==> src/core/mbus_link_params.svh <==
// Constants of the meter link framer: character, telegram and object layout.
// Operation
// - Idle transmit line stays at mark
// - Character: start, eight data, even parity, stop
// - Data bits sent and received LSB first
// - Bit rate fixed at 2400 bps
// - One master; meter only answers, never initiates
// - First byte selects single, short or long format
// - Acknowledge is the lone byte E5h
// - Short frame: 10h, control, address, checksum, 16h
// - Long frame: 68h, length twice, 68h, C, A, CI
// - Long frame: 0-252 data, checksum, 16h
// - Total energy readable, never resettable
// - Tariff one energy readable and resettable
// - Power-fail counter counts switch-offs, resettable
// - Reset counter counts energy clears, read-only
// - Flags readable; only some clearable
// - Firmware version readable; writes rejected
// - Every telegram field is one byte
// - Length equals user-data bytes plus three
// - Broadcast address 255 accepted, never answered
`ifndef MBUS_LINK_PARAMS_SVH
`define MBUS_LINK_PARAMS_SVH
`define CLK_HZ 200000000
`define BAUD_BPS 2400
`define BIT_CYCLES (`CLK_HZ / `BAUD_BPS)
`define CHAR_BITS 4'hb
`define IDLE_LEVEL 1'b1
`define ACK_CHAR 8'he5
`define SHORT_START 8'h10
`define LONG_START 8'h68
`define STOP_CHAR 8'h16
`define L_OVERHEAD 8'h03
`define ADDR_DEFAULT 8'h00
`define ADDR_PTP 8'hfe
`define ADDR_BCAST 8'hff
`define C_NKE 8'h40
`define C_SND_UD 8'h53
`define C_REQ_UD2 8'h5b
`define C_RSP_UD 8'h08
`define FCB_BIT 8'h20
`define CI_SEND 8'h51
`define CI_RSP 8'h72
`define RSP_DATA_LEN 8'h0e
`define RSP_LEN 8'h17
`define RSP_DATA_POS 8'h07
`define RSP_CS_POS 8'h15
`define CMD_RST_ENERGY 0
`define CMD_RST_PFAIL 1
`define CMD_CLR_FLAGS 2
`define CMD_KNOWN 8'h07
`define CLEARABLE_FLAGS 8'h1c
`define FW_VERSION 8'h01
`define MSND_LEN 8'h0a
`define MSHORT_LEN 8'h05
`endif

==> src/core/mbus_link_pkg.sv <==
// Shared types and decoding of the meter link framer.
`include "mbus_link_params.svh"
package mbus_link_pkg;
  typedef enum logic [1:0] {FK_ACK, FK_SHORT, FK_LONG, FK_BAD} frame_kind_t;
  typedef enum {P_IDLE, P_LEN1, P_LEN2, P_START2, P_BODY, P_CSUM, P_STOP,
    P_SEND} parse_state_t;
  typedef enum {REP_ACK, REP_RSP} reply_t;
  typedef enum logic [1:0] {MC_NKE, MC_REQ, MC_SND} mcmd_t;
  typedef enum {M_IDLE, M_SEND} mstate_t;

  typedef struct packed {
    logic [1:0][7:0] tx_buf;
    logic [1:0] tx_cnt;
    logic [10:0] tx_shift;
    logic [3:0] tx_bits;
    logic [16:0] tx_tmr;
    logic txd;
    logic [10:0] rx_shift;
    logic [3:0] rx_bits;
    logic [16:0] rx_tmr;
    logic [7:0] rx_data;
    logic rx_valid;
    logic rx_err;
  } serdes_t;

  typedef struct packed {
    parse_state_t st;
    logic is_long;
    logic [7:0] idx;
    logic [7:0] len;
    logic [7:0] c;
    logic [7:0] a;
    logic [7:0] ci;
    logic [7:0] cmd;
    logic [7:0] sum;
    reply_t rep;
    logic [7:0] tidx;
    logic [7:0] tsum;
    logic [31:0] e_total;
    logic [31:0] e_reset;
    logic [15:0] pf_cnt;
    logic [15:0] rs_cnt;
    logic [7:0] flags;
    logic rx_ok;
    logic tx_act;
    logic deny;
  } meter_t;

  typedef struct packed {
    mstate_t st;
    mcmd_t kind;
    logic [7:0] addr;
    logic [7:0] cmd;
    logic [7:0] idx;
    logic fcb;
    logic first;
    logic cmd_ready;
    logic ans_valid;
    logic [7:0] ans_byte;
    logic ans_err;
    frame_kind_t ans_kind;
  } master_t;

  // The start character alone tells the format of what follows.
  function automatic frame_kind_t frame_kind(input logic [7:0] b);
    frame_kind = FK_BAD;
    if (b == `ACK_CHAR) frame_kind = FK_ACK;
    else if (b == `SHORT_START) frame_kind = FK_SHORT;
    else if (b == `LONG_START) frame_kind = FK_LONG;
  endfunction
endpackage

==> src/core/mbus_link_if.sv <==
// Optical link between the meter and its single bus master.
`timescale 1ns/1ps
interface mbus_link_if;
  logic m2s;
  logic s2m;
  modport meter (input m2s, output s2m);
  modport master (output m2s, input s2m);
endinterface

==> src/core/char_serdes.sv <==
// Eleven-bit character transmitter and receiver with a two-entry send buffer.
`timescale 1ns/1ps
`include "mbus_link_params.svh"
module char_serdes #(
  parameter int BIT_CYCLES = `BIT_CYCLES
) (
  input wire logic mclk,
  input wire logic rst,
  input wire logic [7:0] tx_data,
  input wire logic tx_valid,
  output logic tx_ready,
  output logic [7:0] rx_data,
  output logic rx_valid,
  output logic rx_err,
  input wire logic rxd,
  output logic txd
);
  localparam logic [16:0] BIT_N = 17'(BIT_CYCLES - 1);
  localparam logic [16:0] HALF_N = 17'(BIT_CYCLES / 2 - 1);

  if (BIT_CYCLES < 4 || BIT_CYCLES > 131071) begin : g_chk
    $error("BIT_CYCLES out of range");
  end

  mbus_link_pkg::serdes_t s;
  mbus_link_pkg::serdes_t next_s;
  logic [1:0][7:0] b;
  logic [1:0] cnt;
  logic [10:0] sh;

  assign tx_ready = s.tx_cnt != 2'h2;
  assign txd = s.txd;
  assign rx_data = s.rx_data;
  assign rx_valid = s.rx_valid;
  assign rx_err = s.rx_err;

  always_comb begin
    next_s = s;
    next_s.rx_valid = 1'b0;
    b = s.tx_buf;
    cnt = s.tx_cnt;
    sh = {rxd, s.rx_shift[10:1]};
    // -----------------------------------------------------------------
    // Transmit
    // -----------------------------------------------------------------
    if (s.tx_bits == 4'h0 && cnt != 2'h0) begin
      next_s.tx_shift = {1'b1, ^b[0], b[0], 1'b0};
      next_s.tx_bits = `CHAR_BITS;
      next_s.tx_tmr = BIT_N;
      b[0] = b[1];
      cnt = cnt - 2'h1;
    end else if (s.tx_bits != 4'h0) begin
      if (s.tx_tmr == 17'h0) begin
        next_s.tx_shift = {1'b1, s.tx_shift[10:1]};
        next_s.tx_bits = s.tx_bits - 4'h1;
        next_s.tx_tmr = BIT_N;
      end else begin
        next_s.tx_tmr = s.tx_tmr - 17'h1;
      end
    end
    // A word offered while the buffer is full is simply not taken, so a
    // stalled line never drops one.
    if (tx_valid && s.tx_cnt != 2'h2) begin
      b[cnt[0]] = tx_data;
      cnt = cnt + 2'h1;
    end
    next_s.tx_buf = b;
    next_s.tx_cnt = cnt;
    next_s.txd = (next_s.tx_bits != 4'h0) ? next_s.tx_shift[0]
                                         : `IDLE_LEVEL;
    // -----------------------------------------------------------------
    // Receive, sampling each bit in its middle
    // -----------------------------------------------------------------
    if (s.rx_bits == 4'h0) begin
      if (rxd == 1'b0) begin
        next_s.rx_bits = `CHAR_BITS;
        next_s.rx_tmr = HALF_N;
      end
    end else if (s.rx_tmr != 17'h0) begin
      next_s.rx_tmr = s.rx_tmr - 17'h1;
    end else if (s.rx_bits == `CHAR_BITS && rxd) begin
      next_s.rx_bits = 4'h0;
    end else begin
      next_s.rx_shift = sh;
      next_s.rx_bits = s.rx_bits - 4'h1;
      next_s.rx_tmr = BIT_N;
      if (s.rx_bits == 4'h1) begin
        next_s.rx_data = sh[8:1];
        next_s.rx_valid = 1'b1;
        next_s.rx_err = !sh[10] || (^sh[9:1]);
        // Leave the stop bit's second half to the idle search.
        next_s.rx_bits = 4'h0;
      end
    end
  end

  always_ff @(posedge mclk) begin
    if (rst) begin
      s <= '0;
      s.txd <= `IDLE_LEVEL;
    end else begin
      s <= next_s;
    end
  end
endmodule

==> src/core/meter_end.sv <==
// Meter (slave) end: telegram parser, object store and reply generator.
`timescale 1ns/1ps
`include "mbus_link_params.svh"
module meter_end #(
  parameter int BIT_CYCLES = `BIT_CYCLES,
  parameter logic [7:0] PRIMARY_ADDR = `ADDR_DEFAULT,
  parameter logic [7:0] FW_VERSION = `FW_VERSION,
  parameter logic [7:0] CLEARABLE = `CLEARABLE_FLAGS
) (
  input wire logic mclk,
  input wire logic rst,
  mbus_link_if.meter link,
  input wire logic energy_pulse,
  input wire logic switch_off,
  input wire logic [7:0] flag_set,
  output logic rx_ok,
  output logic tx_act,
  output logic deny
);
  if (PRIMARY_ADDR > 8'hfa) begin : g_chk
    $error("PRIMARY_ADDR must be 0 to 250");
  end

  mbus_link_pkg::meter_t s;
  mbus_link_pkg::meter_t next_s;
  logic [7:0] rx_data;
  logic rx_valid;
  logic rx_err;
  logic tx_ready;
  logic tx_valid;
  logic [7:0] tx_data;
  logic [7:0] base_c;
  logic addr_ok;
  logic bcast;
  logic do_ack;
  logic do_rsp;

  char_serdes #(.BIT_CYCLES(BIT_CYCLES)) u_serdes (
    .mclk(mclk),
    .rst(rst),
    .tx_data(tx_data),
    .tx_valid(tx_valid),
    .tx_ready(tx_ready),
    .rx_data(rx_data),
    .rx_valid(rx_valid),
    .rx_err(rx_err),
    .rxd(link.m2s),
    .txd(link.s2m)
  );

  // Byte idx of the answer; only the checksum position depends on history.
  function automatic logic [7:0] rsp_byte(input logic [7:0] i,
                                          input mbus_link_pkg::meter_t m);
    logic [111:0] d;
    d = {FW_VERSION, m.flags, m.rs_cnt, m.pf_cnt, m.e_reset, m.e_total};
    rsp_byte = `STOP_CHAR;
    if (m.rep == mbus_link_pkg::REP_ACK) rsp_byte = `ACK_CHAR;
    else if (i == 8'h0 || i == 8'h3) rsp_byte = `LONG_START;
    else if (i < 8'h3) rsp_byte = `RSP_DATA_LEN + `L_OVERHEAD;
    else if (i == 8'h4) rsp_byte = `C_RSP_UD;
    else if (i == 8'h5) rsp_byte = PRIMARY_ADDR;
    else if (i == 8'h6) rsp_byte = `CI_RSP;
    else if (i < `RSP_CS_POS) rsp_byte = d[8 * (i - `RSP_DATA_POS) +: 8];
    else if (i == `RSP_CS_POS) rsp_byte = m.tsum;
  endfunction

  assign rx_ok = s.rx_ok;
  assign tx_act = s.tx_act;
  assign deny = s.deny;
  assign tx_valid = s.st == mbus_link_pkg::P_SEND;
  assign tx_data = rsp_byte(s.tidx, s);
  assign base_c = s.c & ~`FCB_BIT;
  assign bcast = s.a == `ADDR_BCAST;
  assign addr_ok = s.a == PRIMARY_ADDR || s.a == `ADDR_PTP || bcast;

  always_comb begin
    next_s = s;
    next_s.rx_ok = 1'b0;
    next_s.deny = 1'b0;
    do_ack = 1'b0;
    do_rsp = 1'b0;
    // -----------------------------------------------------------------
    // Objects
    // -----------------------------------------------------------------
    if (energy_pulse) begin
      next_s.e_total = s.e_total + 32'h1;
      next_s.e_reset = s.e_reset + 32'h1;
    end
    if (switch_off) next_s.pf_cnt = s.pf_cnt + 16'h1;
    next_s.flags = s.flags | flag_set;
    // -----------------------------------------------------------------
    // Receive path; a bad character drops the telegram
    // -----------------------------------------------------------------
    if (rx_valid && s.st != mbus_link_pkg::P_SEND) begin
      if (rx_err) begin
        next_s.st = mbus_link_pkg::P_IDLE;
      end else begin
        unique case (s.st)
          mbus_link_pkg::P_IDLE: begin
            next_s.idx = 8'h0;
            next_s.sum = 8'h0;
            next_s.ci = 8'h0;
            next_s.cmd = 8'h0;
            unique case (mbus_link_pkg::frame_kind(rx_data))
              mbus_link_pkg::FK_SHORT: begin
                next_s.is_long = 1'b0;
                next_s.len = 8'h2;
                next_s.st = mbus_link_pkg::P_BODY;
              end
              mbus_link_pkg::FK_LONG: begin
                next_s.is_long = 1'b1;
                next_s.st = mbus_link_pkg::P_LEN1;
              end
              default: next_s.st = mbus_link_pkg::P_IDLE;
            endcase
          end
          mbus_link_pkg::P_LEN1: begin
            next_s.len = rx_data;
            next_s.st = rx_data < `L_OVERHEAD ? mbus_link_pkg::P_IDLE
                                              : mbus_link_pkg::P_LEN2;
          end
          mbus_link_pkg::P_LEN2:
            next_s.st = rx_data == s.len ? mbus_link_pkg::P_START2
                                         : mbus_link_pkg::P_IDLE;
          mbus_link_pkg::P_START2:
            next_s.st = rx_data == `LONG_START ? mbus_link_pkg::P_BODY
                                               : mbus_link_pkg::P_IDLE;
          mbus_link_pkg::P_BODY: begin
            // Data beyond the first command byte is summed but not kept.
            if (s.idx == 8'h0) next_s.c = rx_data;
            if (s.idx == 8'h1) next_s.a = rx_data;
            if (s.idx == 8'h2) next_s.ci = rx_data;
            if (s.idx == 8'h3) next_s.cmd = rx_data;
            next_s.sum = s.sum + rx_data;
            next_s.idx = s.idx + 8'h1;
            if (s.idx + 8'h1 == s.len) begin
              next_s.st = mbus_link_pkg::P_CSUM;
            end
          end
          mbus_link_pkg::P_CSUM:
            next_s.st = rx_data == s.sum ? mbus_link_pkg::P_STOP
                                         : mbus_link_pkg::P_IDLE;
          mbus_link_pkg::P_STOP: begin
            next_s.st = mbus_link_pkg::P_IDLE;
            if (rx_data == `STOP_CHAR && addr_ok) begin
              if (!s.is_long && s.c == `C_NKE) begin
                next_s.rx_ok = 1'b1;
                do_ack = 1'b1;
              end else if (!s.is_long && base_c == `C_REQ_UD2) begin
                next_s.rx_ok = 1'b1;
                do_rsp = 1'b1;
              end else if (s.is_long && base_c == `C_SND_UD &&
                           s.ci == `CI_SEND && s.len > `L_OVERHEAD) begin
                next_s.rx_ok = 1'b1;
                if ((s.cmd & ~`CMD_KNOWN) != 8'h0) begin
                  // Any unknown bit, e.g. a firmware write, voids it all.
                  next_s.deny = 1'b1;
                end else begin
                  do_ack = 1'b1;
                  if (s.cmd[`CMD_RST_ENERGY]) begin
                    next_s.e_reset = 32'h0;
                    next_s.rs_cnt = s.rs_cnt + 16'h1;
                  end
                  if (s.cmd[`CMD_RST_PFAIL]) begin
                    next_s.pf_cnt = {15'h0, switch_off};
                  end
                  if (s.cmd[`CMD_CLR_FLAGS]) begin
                    // A flag raised in the same cycle survives the clear.
                    next_s.flags = (s.flags & ~CLEARABLE) | flag_set;
                  end
                end
              end
              // Answers only follow a request from the master.
              if ((do_ack || do_rsp) && !bcast) begin
                next_s.rep = do_rsp ? mbus_link_pkg::REP_RSP
                                    : mbus_link_pkg::REP_ACK;
                next_s.tidx = 8'h0;
                next_s.tsum = 8'h0;
                next_s.st = mbus_link_pkg::P_SEND;
              end
            end
          end
          mbus_link_pkg::P_SEND: next_s.st = mbus_link_pkg::P_SEND;
        endcase
      end
    end
    // -----------------------------------------------------------------
    // Reply; received characters are ignored while answering
    // -----------------------------------------------------------------
    if (s.st == mbus_link_pkg::P_SEND && tx_ready) begin
      next_s.tidx = s.tidx + 8'h1;
      if (s.tidx > 8'h3 && s.tidx < `RSP_CS_POS) begin
        next_s.tsum = s.tsum + tx_data;
      end
      if (s.rep == mbus_link_pkg::REP_ACK || s.tidx + 8'h1 == `RSP_LEN) begin
        next_s.st = mbus_link_pkg::P_IDLE;
      end
    end
    next_s.tx_act = next_s.st == mbus_link_pkg::P_SEND;
  end

  always_ff @(posedge mclk) begin
    if (rst) begin
      s <= '0;
    end else begin
      s <= next_s;
    end
  end
endmodule

==> src/flat_wrapper.sv <==
// flat-port wrapper written by rule: the top's interface ports become plain ports
module meter_end_flat 
#(
  parameter int BIT_CYCLES = `BIT_CYCLES,
  parameter logic [7:0] PRIMARY_ADDR = `ADDR_DEFAULT,
  parameter logic [7:0] FW_VERSION = `FW_VERSION,
  parameter logic [7:0] CLEARABLE = `CLEARABLE_FLAGS
)
  (mclk, rst, energy_pulse, switch_off, flag_set, rx_ok, tx_act, deny, link_m2s, link_s2m);
  mbus_link_if link_i ();
  input wire logic mclk;
  input wire logic rst;
  input wire logic energy_pulse;
  input wire logic switch_off;
  input wire logic [7:0] flag_set;
  output logic rx_ok;
  output logic tx_act;
  output logic deny;
  input wire logic [$bits(link_i.m2s)-1:0] link_m2s;
  output wire logic [$bits(link_i.s2m)-1:0] link_s2m;
  assign link_i.m2s = link_m2s;
  assign link_s2m = link_i.s2m;
  meter_end #(.BIT_CYCLES(BIT_CYCLES), .PRIMARY_ADDR(PRIMARY_ADDR), .FW_VERSION(FW_VERSION), .CLEARABLE(CLEARABLE)) u_core (.mclk(mclk), .rst(rst), .link(link_i), .energy_pulse(energy_pulse), .switch_off(switch_off), .flag_set(flag_set), .rx_ok(rx_ok), .tx_act(tx_act), .deny(deny));
endmodule
==> config.mk <==
export PLATFORM = sky130hd
export DESIGN_NAME = meter_end_flat
export DESIGN_NICKNAME = d
export VERILOG_FILES = /design/src/core/mbus_link_pkg.sv /design/src/core/mbus_link_if.sv /design/src/core/char_serdes.sv /design/src/core/meter_end.sv /design/src/flat_wrapper.sv
export VERILOG_INCLUDE_DIRS = /design/src /design/src/core
export SDC_FILE = /design/constraint.sdc
export NUM_CORES = 1
export LEC_CHECK = 0
export BUFFER_PORTS_ARGS = -buffer_cell sky130_fd_sc_hd__buf_4
export CAP_MARGIN = 20
export CORE_UTILIZATION = 45
export CTS_BUF_LIST = sky130_fd_sc_hd__clkbuf_8
export DETAILED_ROUTE_END_ITERATION = 8
export PLACE_DENSITY = 0.65
export SLEW_MARGIN = 25
export SYNTH_ARGS = -nofsm -noshare
export SYNTH_HDL_FRONTEND = slang
export SYNTH_SLANG_ARGS = --single-unit
==> constraint.sdc <==
create_clock -name mclk -period 8.3 [get_ports mclk]
set_input_delay 1.66 -clock mclk [delete_from_list [all_inputs] [get_ports mclk]]
set_output_delay 1.66 -clock mclk [all_outputs]
set_load 0.03 [all_outputs]
==> results of run 1 <==
## registers in the layout, summed over array words and instances, names as in the netlist
signal	flops
u_core.u_serdes.rx_valid	1
u_core.u_serdes.rx_err	1
u_core.u_serdes.s	80
u_core.rx_ok	1
u_core.tx_act	1
u_core.u_serdes.rx_data	8
u_core.s	203
u_core.u_serdes.txd	1
u_core.base_c	7
u_core.deny	1
## power groups by stage
stage | clock [mW] | combinational (mW) | sequential [mW]
after global placement | 0 | 0.766 | 1.67
after detailed placement | 0 | 0.783 | 1.68
after CTS | 1.42 | 0.789 | 1.65
after global routing | 1.48 | 0.896 | 1.66
after floorplan | 0 | 0.629 | 1.66
final | 1.38 | 0.792 | 1.65
## routing by layer
metal  up-vias  global-route usage, %
met4         0                   8.54
met1      6085                   27.8
met3        81                   3.90
li1       6348                      -
met2       335                   32.8
met5         -                      0
## path summary, 6_finish.rpt
check,to,cells past startpoint,from,slack [ps]
min,u_core.u_serdes.s[73]$_SDFFE_PP0P_,2,u_core.u_serdes.s[73]$_SDFFE_PP0P_,450
max reg2reg,u_core.s[114]$_SDFF_PP0_,14,u_core.s[115]$_SDFFE_PP0P_,3170
min reg2reg,u_core.u_serdes.s[73]$_SDFFE_PP0P_,2,u_core.u_serdes.s[73]$_SDFFE_PP0P_,450
max,u_core.s[114]$_SDFF_PP0_,14,u_core.s[115]$_SDFFE_PP0P_,3170
## metrics by stage
| step | hold WS [ps] | worst slack (ps) | cells |
|---|---|---|---|
| 2_1_floorplan | 430 | 3440 | 1802 |
| 3_3_place_gp | 442 | 2960 | 2178 |
| 3_5_place_dp | 445 | 2790 | 2178 |
| 4_1_cts | 454 | 2790 | 2271 |
| 5_1_grt | 478 | 2610 | 2271 |
| 6_report | 453 | 3170 | 2271 |
## area by class of cell
cell class	instances	area [sq um]	share of cell area, %
multi-input cells	1357	8790	52.1
clock buffers	70	963	5.71
well taps	448	561	3.32
repair buffers	22	169	1.00
flip-flops and latches	304	6090	36.1
clock inverters	23	118	0.697
inverters	47	176	1.05
## worst register-to-register path, delay by kind of cell, from the launching register on
family	cells	cell delay (ps)
AOI/OAI and AO/OA	6	1170
xor gates and xnor gates	1	120
adders and majority gates	2	1170
buffers and inverters	1	220
DFF	1	890
muxes	2	1070
and+or+nand+nor	2	400
## cell families (layout without fill, tap and decap cells)
| group | Yosys count | in the layout |
|---|---|---|
| xor+xnor | 147 | 147 |
| fa+ha+maj | 42 | 42 |
| buf+inv | 141 | 162 |
| mux | 43 | 43 |
| compound gates | 328 | 328 |
| flops | 304 | 304 |
| simple gates | 797 | 797 |
## layout by cell type (no fill, tap or decap), types with 6 or more instances in the layout
master    instances
a31oi_1          15
dfxtp_1         303
a311oi_1         10
a21o_1           11
nor2b_1          19
and3_1           26
and2_1           52
mux4_2           30
nor3b_1           8
nor3_1           49
or4_1            10
nor3_2           10
mux2i_1          12
or3_1            21
a211oi_1         21
nand2_1         162
nand4_1          32
nand2b_1         10
xnor2_1          69
nand3_1          85
clkbuf_8         70
inv_1            66
a22oi_1          23
nand3b_1         12
or2_2             6
nor4_1           22
buf_4            21
a21oi_1         120
ha_1             39
a22o_1           19
xor2_1           78
nor2_1          235
o211ai_1          6
o21ai_0          49
and4_1           13
o21a_1            6
==> results.cfg, run 1 <==
[run_status]
status = completed

[clock_network]
ctsResizeCount = 0
htreeDepth = 2
clockBufferDepth = 3
tritoncts = done
cts_buffers = 53
cts_setup_buffers = 0
clock_sinks = 304
holdBufCountCts = 0
ctsRootBufferMaster = clkbuf_8
clk_pin_slew_ps = 60
worstSkewPairLatency_ps = 620

[global_routing]
gr-total-overflow = 0
grt_max_degree = 87
antenna_found_initial = 0
track_usage_pct = 20.7
grt_pass1_wl_um = 60600
grt_pass1_vias = 12039

[sta]
finalCritPeriodShare_pct = 61.8
fin_worst_skew_ps = 39.5
setup_viol = 0
tns_ps = 0
worst_pin_slew_ps = 964
fin_crit_ps = 5130
rsz0062_at_grt = false
drv_slew = 0
hold_violations = 0
maxSlewHeadroom_pct = 35.5
fmax_ghz = 0.195

[synthesis]
ys_top_cells_by_count = dfxtp_1, nor2_1, nand2_1, a21oi_1, nand3_1
ys_ff_latch = 304
yosys.area_share.xor_xnor_pct = 8.35
yosys_warnings = 0
synth-compound-area-share_pct = 13.8
synth_edf_count = 0
yosysMostFrequentCell = dfxtp_1
synth-simple-area-share_pct = 26.0
synthDistinctLibCells = 78
syn_area_sq_mm = 0.0154
syn_inst = 1802
synth_top_family_by_area = simple AND/OR/NAND/NOR gates
yosysTopAreaCell = dfxtp_1
yosysTopAreaCellShare_pct = 39.5
muxShareOfSynthArea_pct = 5.23
yosys-top-cells-area = dfxtp_1, nor2_1, xor2_1
yosysSeqAreaShare_pct = 39.5
syn_avg_cell_area_sq_um = 8.56
syn_nets = 1857
synthArstFlopShare_pct = 0
yosys.area_share.adder_pct = 3.50
ys.flop_type = dfxtp_1

[floorplanning]
dieWidth_um = 187
io_pins = 17
die_area_sq_mm = 0.0350
num_rows = 67
core_sq_mm = 0.0336
initial_core_util_pct = 45.9
die_y_um = 187

[power]
power_frac_seq_pct = 43.2
p_total_mw = 3.82
pwr_density_cell_mw_per_mm2 = 227
max-vdd-ir-drop_mv = 0.126
pwr-share-clk_pct = 36.1
switchingPower_mw = 1.19
leakage_nw = 6.10
pwr-share-comb_pct = 20.7
swShare_pct = 31.0
intPower_mw = 2.63

[cells_and_area]
final_core_util_pct = 50.2
stdcell_area_sq_mm = 0.0169
drive_above_1_share_pct = 9.27
area_growth_pct = 9.32
fill_cells = 3191
num_antenna_cells = 0
final_nets = 1840

[setup_path]
worst_setup_path_start_kind = flop
setup.worst_path.end_class = flop
cp_slowest_cell = dfxtp_2
cp.arrival_ps = 5640
slowest_delay_ps = 890
critPathTopFamily = compound AO/OA/AOI/OAI gates
worstPathRequired_ps = 8810
worstPathMaxFanout = 33
critical_path_class = flop to flop
path_cells = inv_1 -> ha_2 -> mux4_2 -> mux4_2 -> nand2_1 -> a31oi_1 -> ha_1 -> a21o_1 -> a21oi_1 -> o21ai_0 -> o41ai_1 -> xnor2_1 -> or3_1 -> a31oi_1
cp_num_buf_inv = 1

[routing]
viasPerCell = 5.66
dr.max_layer_used = met4
wl_met2_um = 16700
dr.pass1.iters = 5
met3_length_um = 2050
routedWlPerCell_um = 16.1
wl_um = 36600
drt_iter0_markers = 919
drc = 0
met1_length_um = 16800
vias = 12849
detail-route-antenna-nets = 0

[placement]
gp_congestion = 0.938
port-buffer-count = 16
dpl_cell_area_sq_mm = 0.0158
hpwl_um = 24900

[hold_path]
hold_path_class = flop to flop

[flow_run]
cap_violations = 0
(Power assumes the default switching activity.)
==> inputs of run 2 (changes only) <==
==> constraint.sdc (replaced) <==
create_clock -name mclk -period 5 [get_ports mclk]
set_input_delay 1 -clock mclk [delete_from_list [all_inputs] [get_ports mclk]]
set_output_delay 1 -clock mclk [all_outputs]
set_load 0.03 [all_outputs]
==> run 2 against run 1 <==
Effect of this change:
- total power increased by 67%
- cell count increased by 0.26%
- sequential share of layout area decreased by 0.099 points
- critical endpoint unchanged
- sequential power increased by 66%
- worst setup slack got worse by 2500 ps
- die area unchanged
- worst hold slack got worse by 0.67 ps
- critical path type unchanged
==> results.cfg, run 2 (synthesis results as in run 1) <==
[sta]
fin_worst_skew_ps = 28.3
setup_viol = 0
drv_slew = 0
finalCritPeriodShare_pct = 86.0
fmax_ghz = 0.232
worst_pin_slew_ps = 942
maxSlewHeadroom_pct = 37.1
fin_crit_ps = 4300
hold_violations = 0
tns_ps = 0
rsz0062_at_grt = false

[floorplanning]
num_rows = 67
die_area_sq_mm = 0.0350
core_sq_mm = 0.0336
dieWidth_um = 187
die_y_um = 187
initial_core_util_pct = 45.9
io_pins = 17

[power]
switchingPower_mw = 1.99
pwr_density_cell_mw_per_mm2 = 377
power_frac_seq_pct = 42.9
pwr-share-comb_pct = 20.5
p_total_mw = 6.37
leakage_nw = 6.11
swShare_pct = 31.3
pwr-share-clk_pct = 36.6
max-vdd-ir-drop_mv = 0.191
intPower_mw = 4.38

[clock_network]
clock_sinks = 304
cts_setup_buffers = 0
tritoncts = done
holdBufCountCts = 0
ctsResizeCount = 0
worstSkewPairLatency_ps = 610
cts_buffers = 54
clk_pin_slew_ps = 60
htreeDepth = 2
clockBufferDepth = 3
ctsRootBufferMaster = clkbuf_8

[setup_path]
setup.worst_path.end_class = flop
critical_path_class = flop to flop
reg2reg_from = u_core.s[116]$_SDFFE_PP0P_
cp.arrival_ps = 4830
worstPathMaxFanout = 14
critical_path.startpoint = u_core.s[116]$_SDFFE_PP0P_
worstPathRequired_ps = 5530
worst_setup_path_start_kind = flop

[cells_and_area]
largest_reg_flops = 203
final_cell_mix = dfxtp_1, nor2_1, nand2_1
final_common_cell = dfxtp_1
final_nets = 1847
num_antenna_cells = 0
drive_above_1_share_pct = 10.1
top_register = u_core.s
area_growth_pct = 9.62

[routing]
dr.pass1.iters = 5
dr.max_layer_used = met4
wl_um = 36600
detail-route-antenna-nets = 0
met1_length_um = 16800
vias = 12876
met3_length_um = 1810
drt_iter0_markers = 832
viasPerCell = 5.65
drc = 0
routedWlPerCell_um = 16.1
wl_met2_um = 16800

[placement]
hpwl_um = 24900
port-buffer-count = 16
gp_congestion = 0.876

[hold_path]
hold_start = u_core.u_serdes.s[72]$_SDFFE_PP0P_
hold_path_class = flop to flop

[global_routing]
gr-total-overflow = 0
grt_max_degree = 77
grt_pass1_vias = 12389
track_usage_pct = 21.3
grt_pass1_wl_um = 62200
antenna_found_initial = 0

[flow_run]
cap_violations = 0

[run_status]
status = completed
## run 2: critical path, stage by stage, from the launching register on
cell     delay, ps
dfxtp_1        390
inv_1          100
ha_1           410
buf_4          290
mux4_2         520
nand2_1         80
a21oi_1         60
o31a_1         270
o21ai_1        280
nand2_1        100
ha_1           210
a21o_1         150
a21oi_1        220
o21ai_0        160
o41ai_1        400
xnor2_1        130
or3_1          310
a31oi_1        150
## run 2: cell type report
class,count,area [sq um]
clock inverters,27,183
fillers,3191,16700
well taps,448,561
multi-input cells,1357,8780
clock buffers,66,908
flip-flops and latches,304,6090
repair buffers,28,214
inverters,47,176
## run 2: final timing paths
kind,end,slack [ps],depth (start not counted)
worst max-delay path,u_core.s[114]$_SDFF_PP0_,700,17
worst min-delay path,u_core.u_serdes.s[72]$_SDFFE_PP0P_,450,2
worst max register to register,u_core.s[114]$_SDFF_PP0_,700,17
worst min register to register,u_core.u_serdes.s[72]$_SDFFE_PP0P_,450,2
## run 2: through the flow
step	hold WS (ps)	util, %	std cells	worst slack (ps)	cell area (sq um)
2_1_floorplan	430	-	1802	142	15400
3_3_place_gp	443	47.0	2184	754	15800
3_5_place_dp	445	47.0	2184	712	15800
4_1_cts	455	50.3	2277	671	16900
5_1_grt	475	50.3	2277	326	16900
6_report	453	50.3	2277	699	16900
## run 2: routing by layer
| metal | vias up | GRT usage (%) |
|---|---|---|
| li1 | 6351 | - |
| met1 | 6131 | 28.0 |
| met2 | 305 | 34.2 |
| met3 | 89 | 4.45 |
| met4 | 0 | 8.13 |
| met5 | - | 0 |
## run 2: power groups by stage
stage	registers (mW)	logic, mW	clock network, mW
floorplan	2.75	1.04	0
global placement	2.78	1.27	0
detailed placement	2.78	1.30	0
CTS	2.73	1.31	2.39
global route	2.76	1.50	2.51
finish	2.74	1.31	2.33
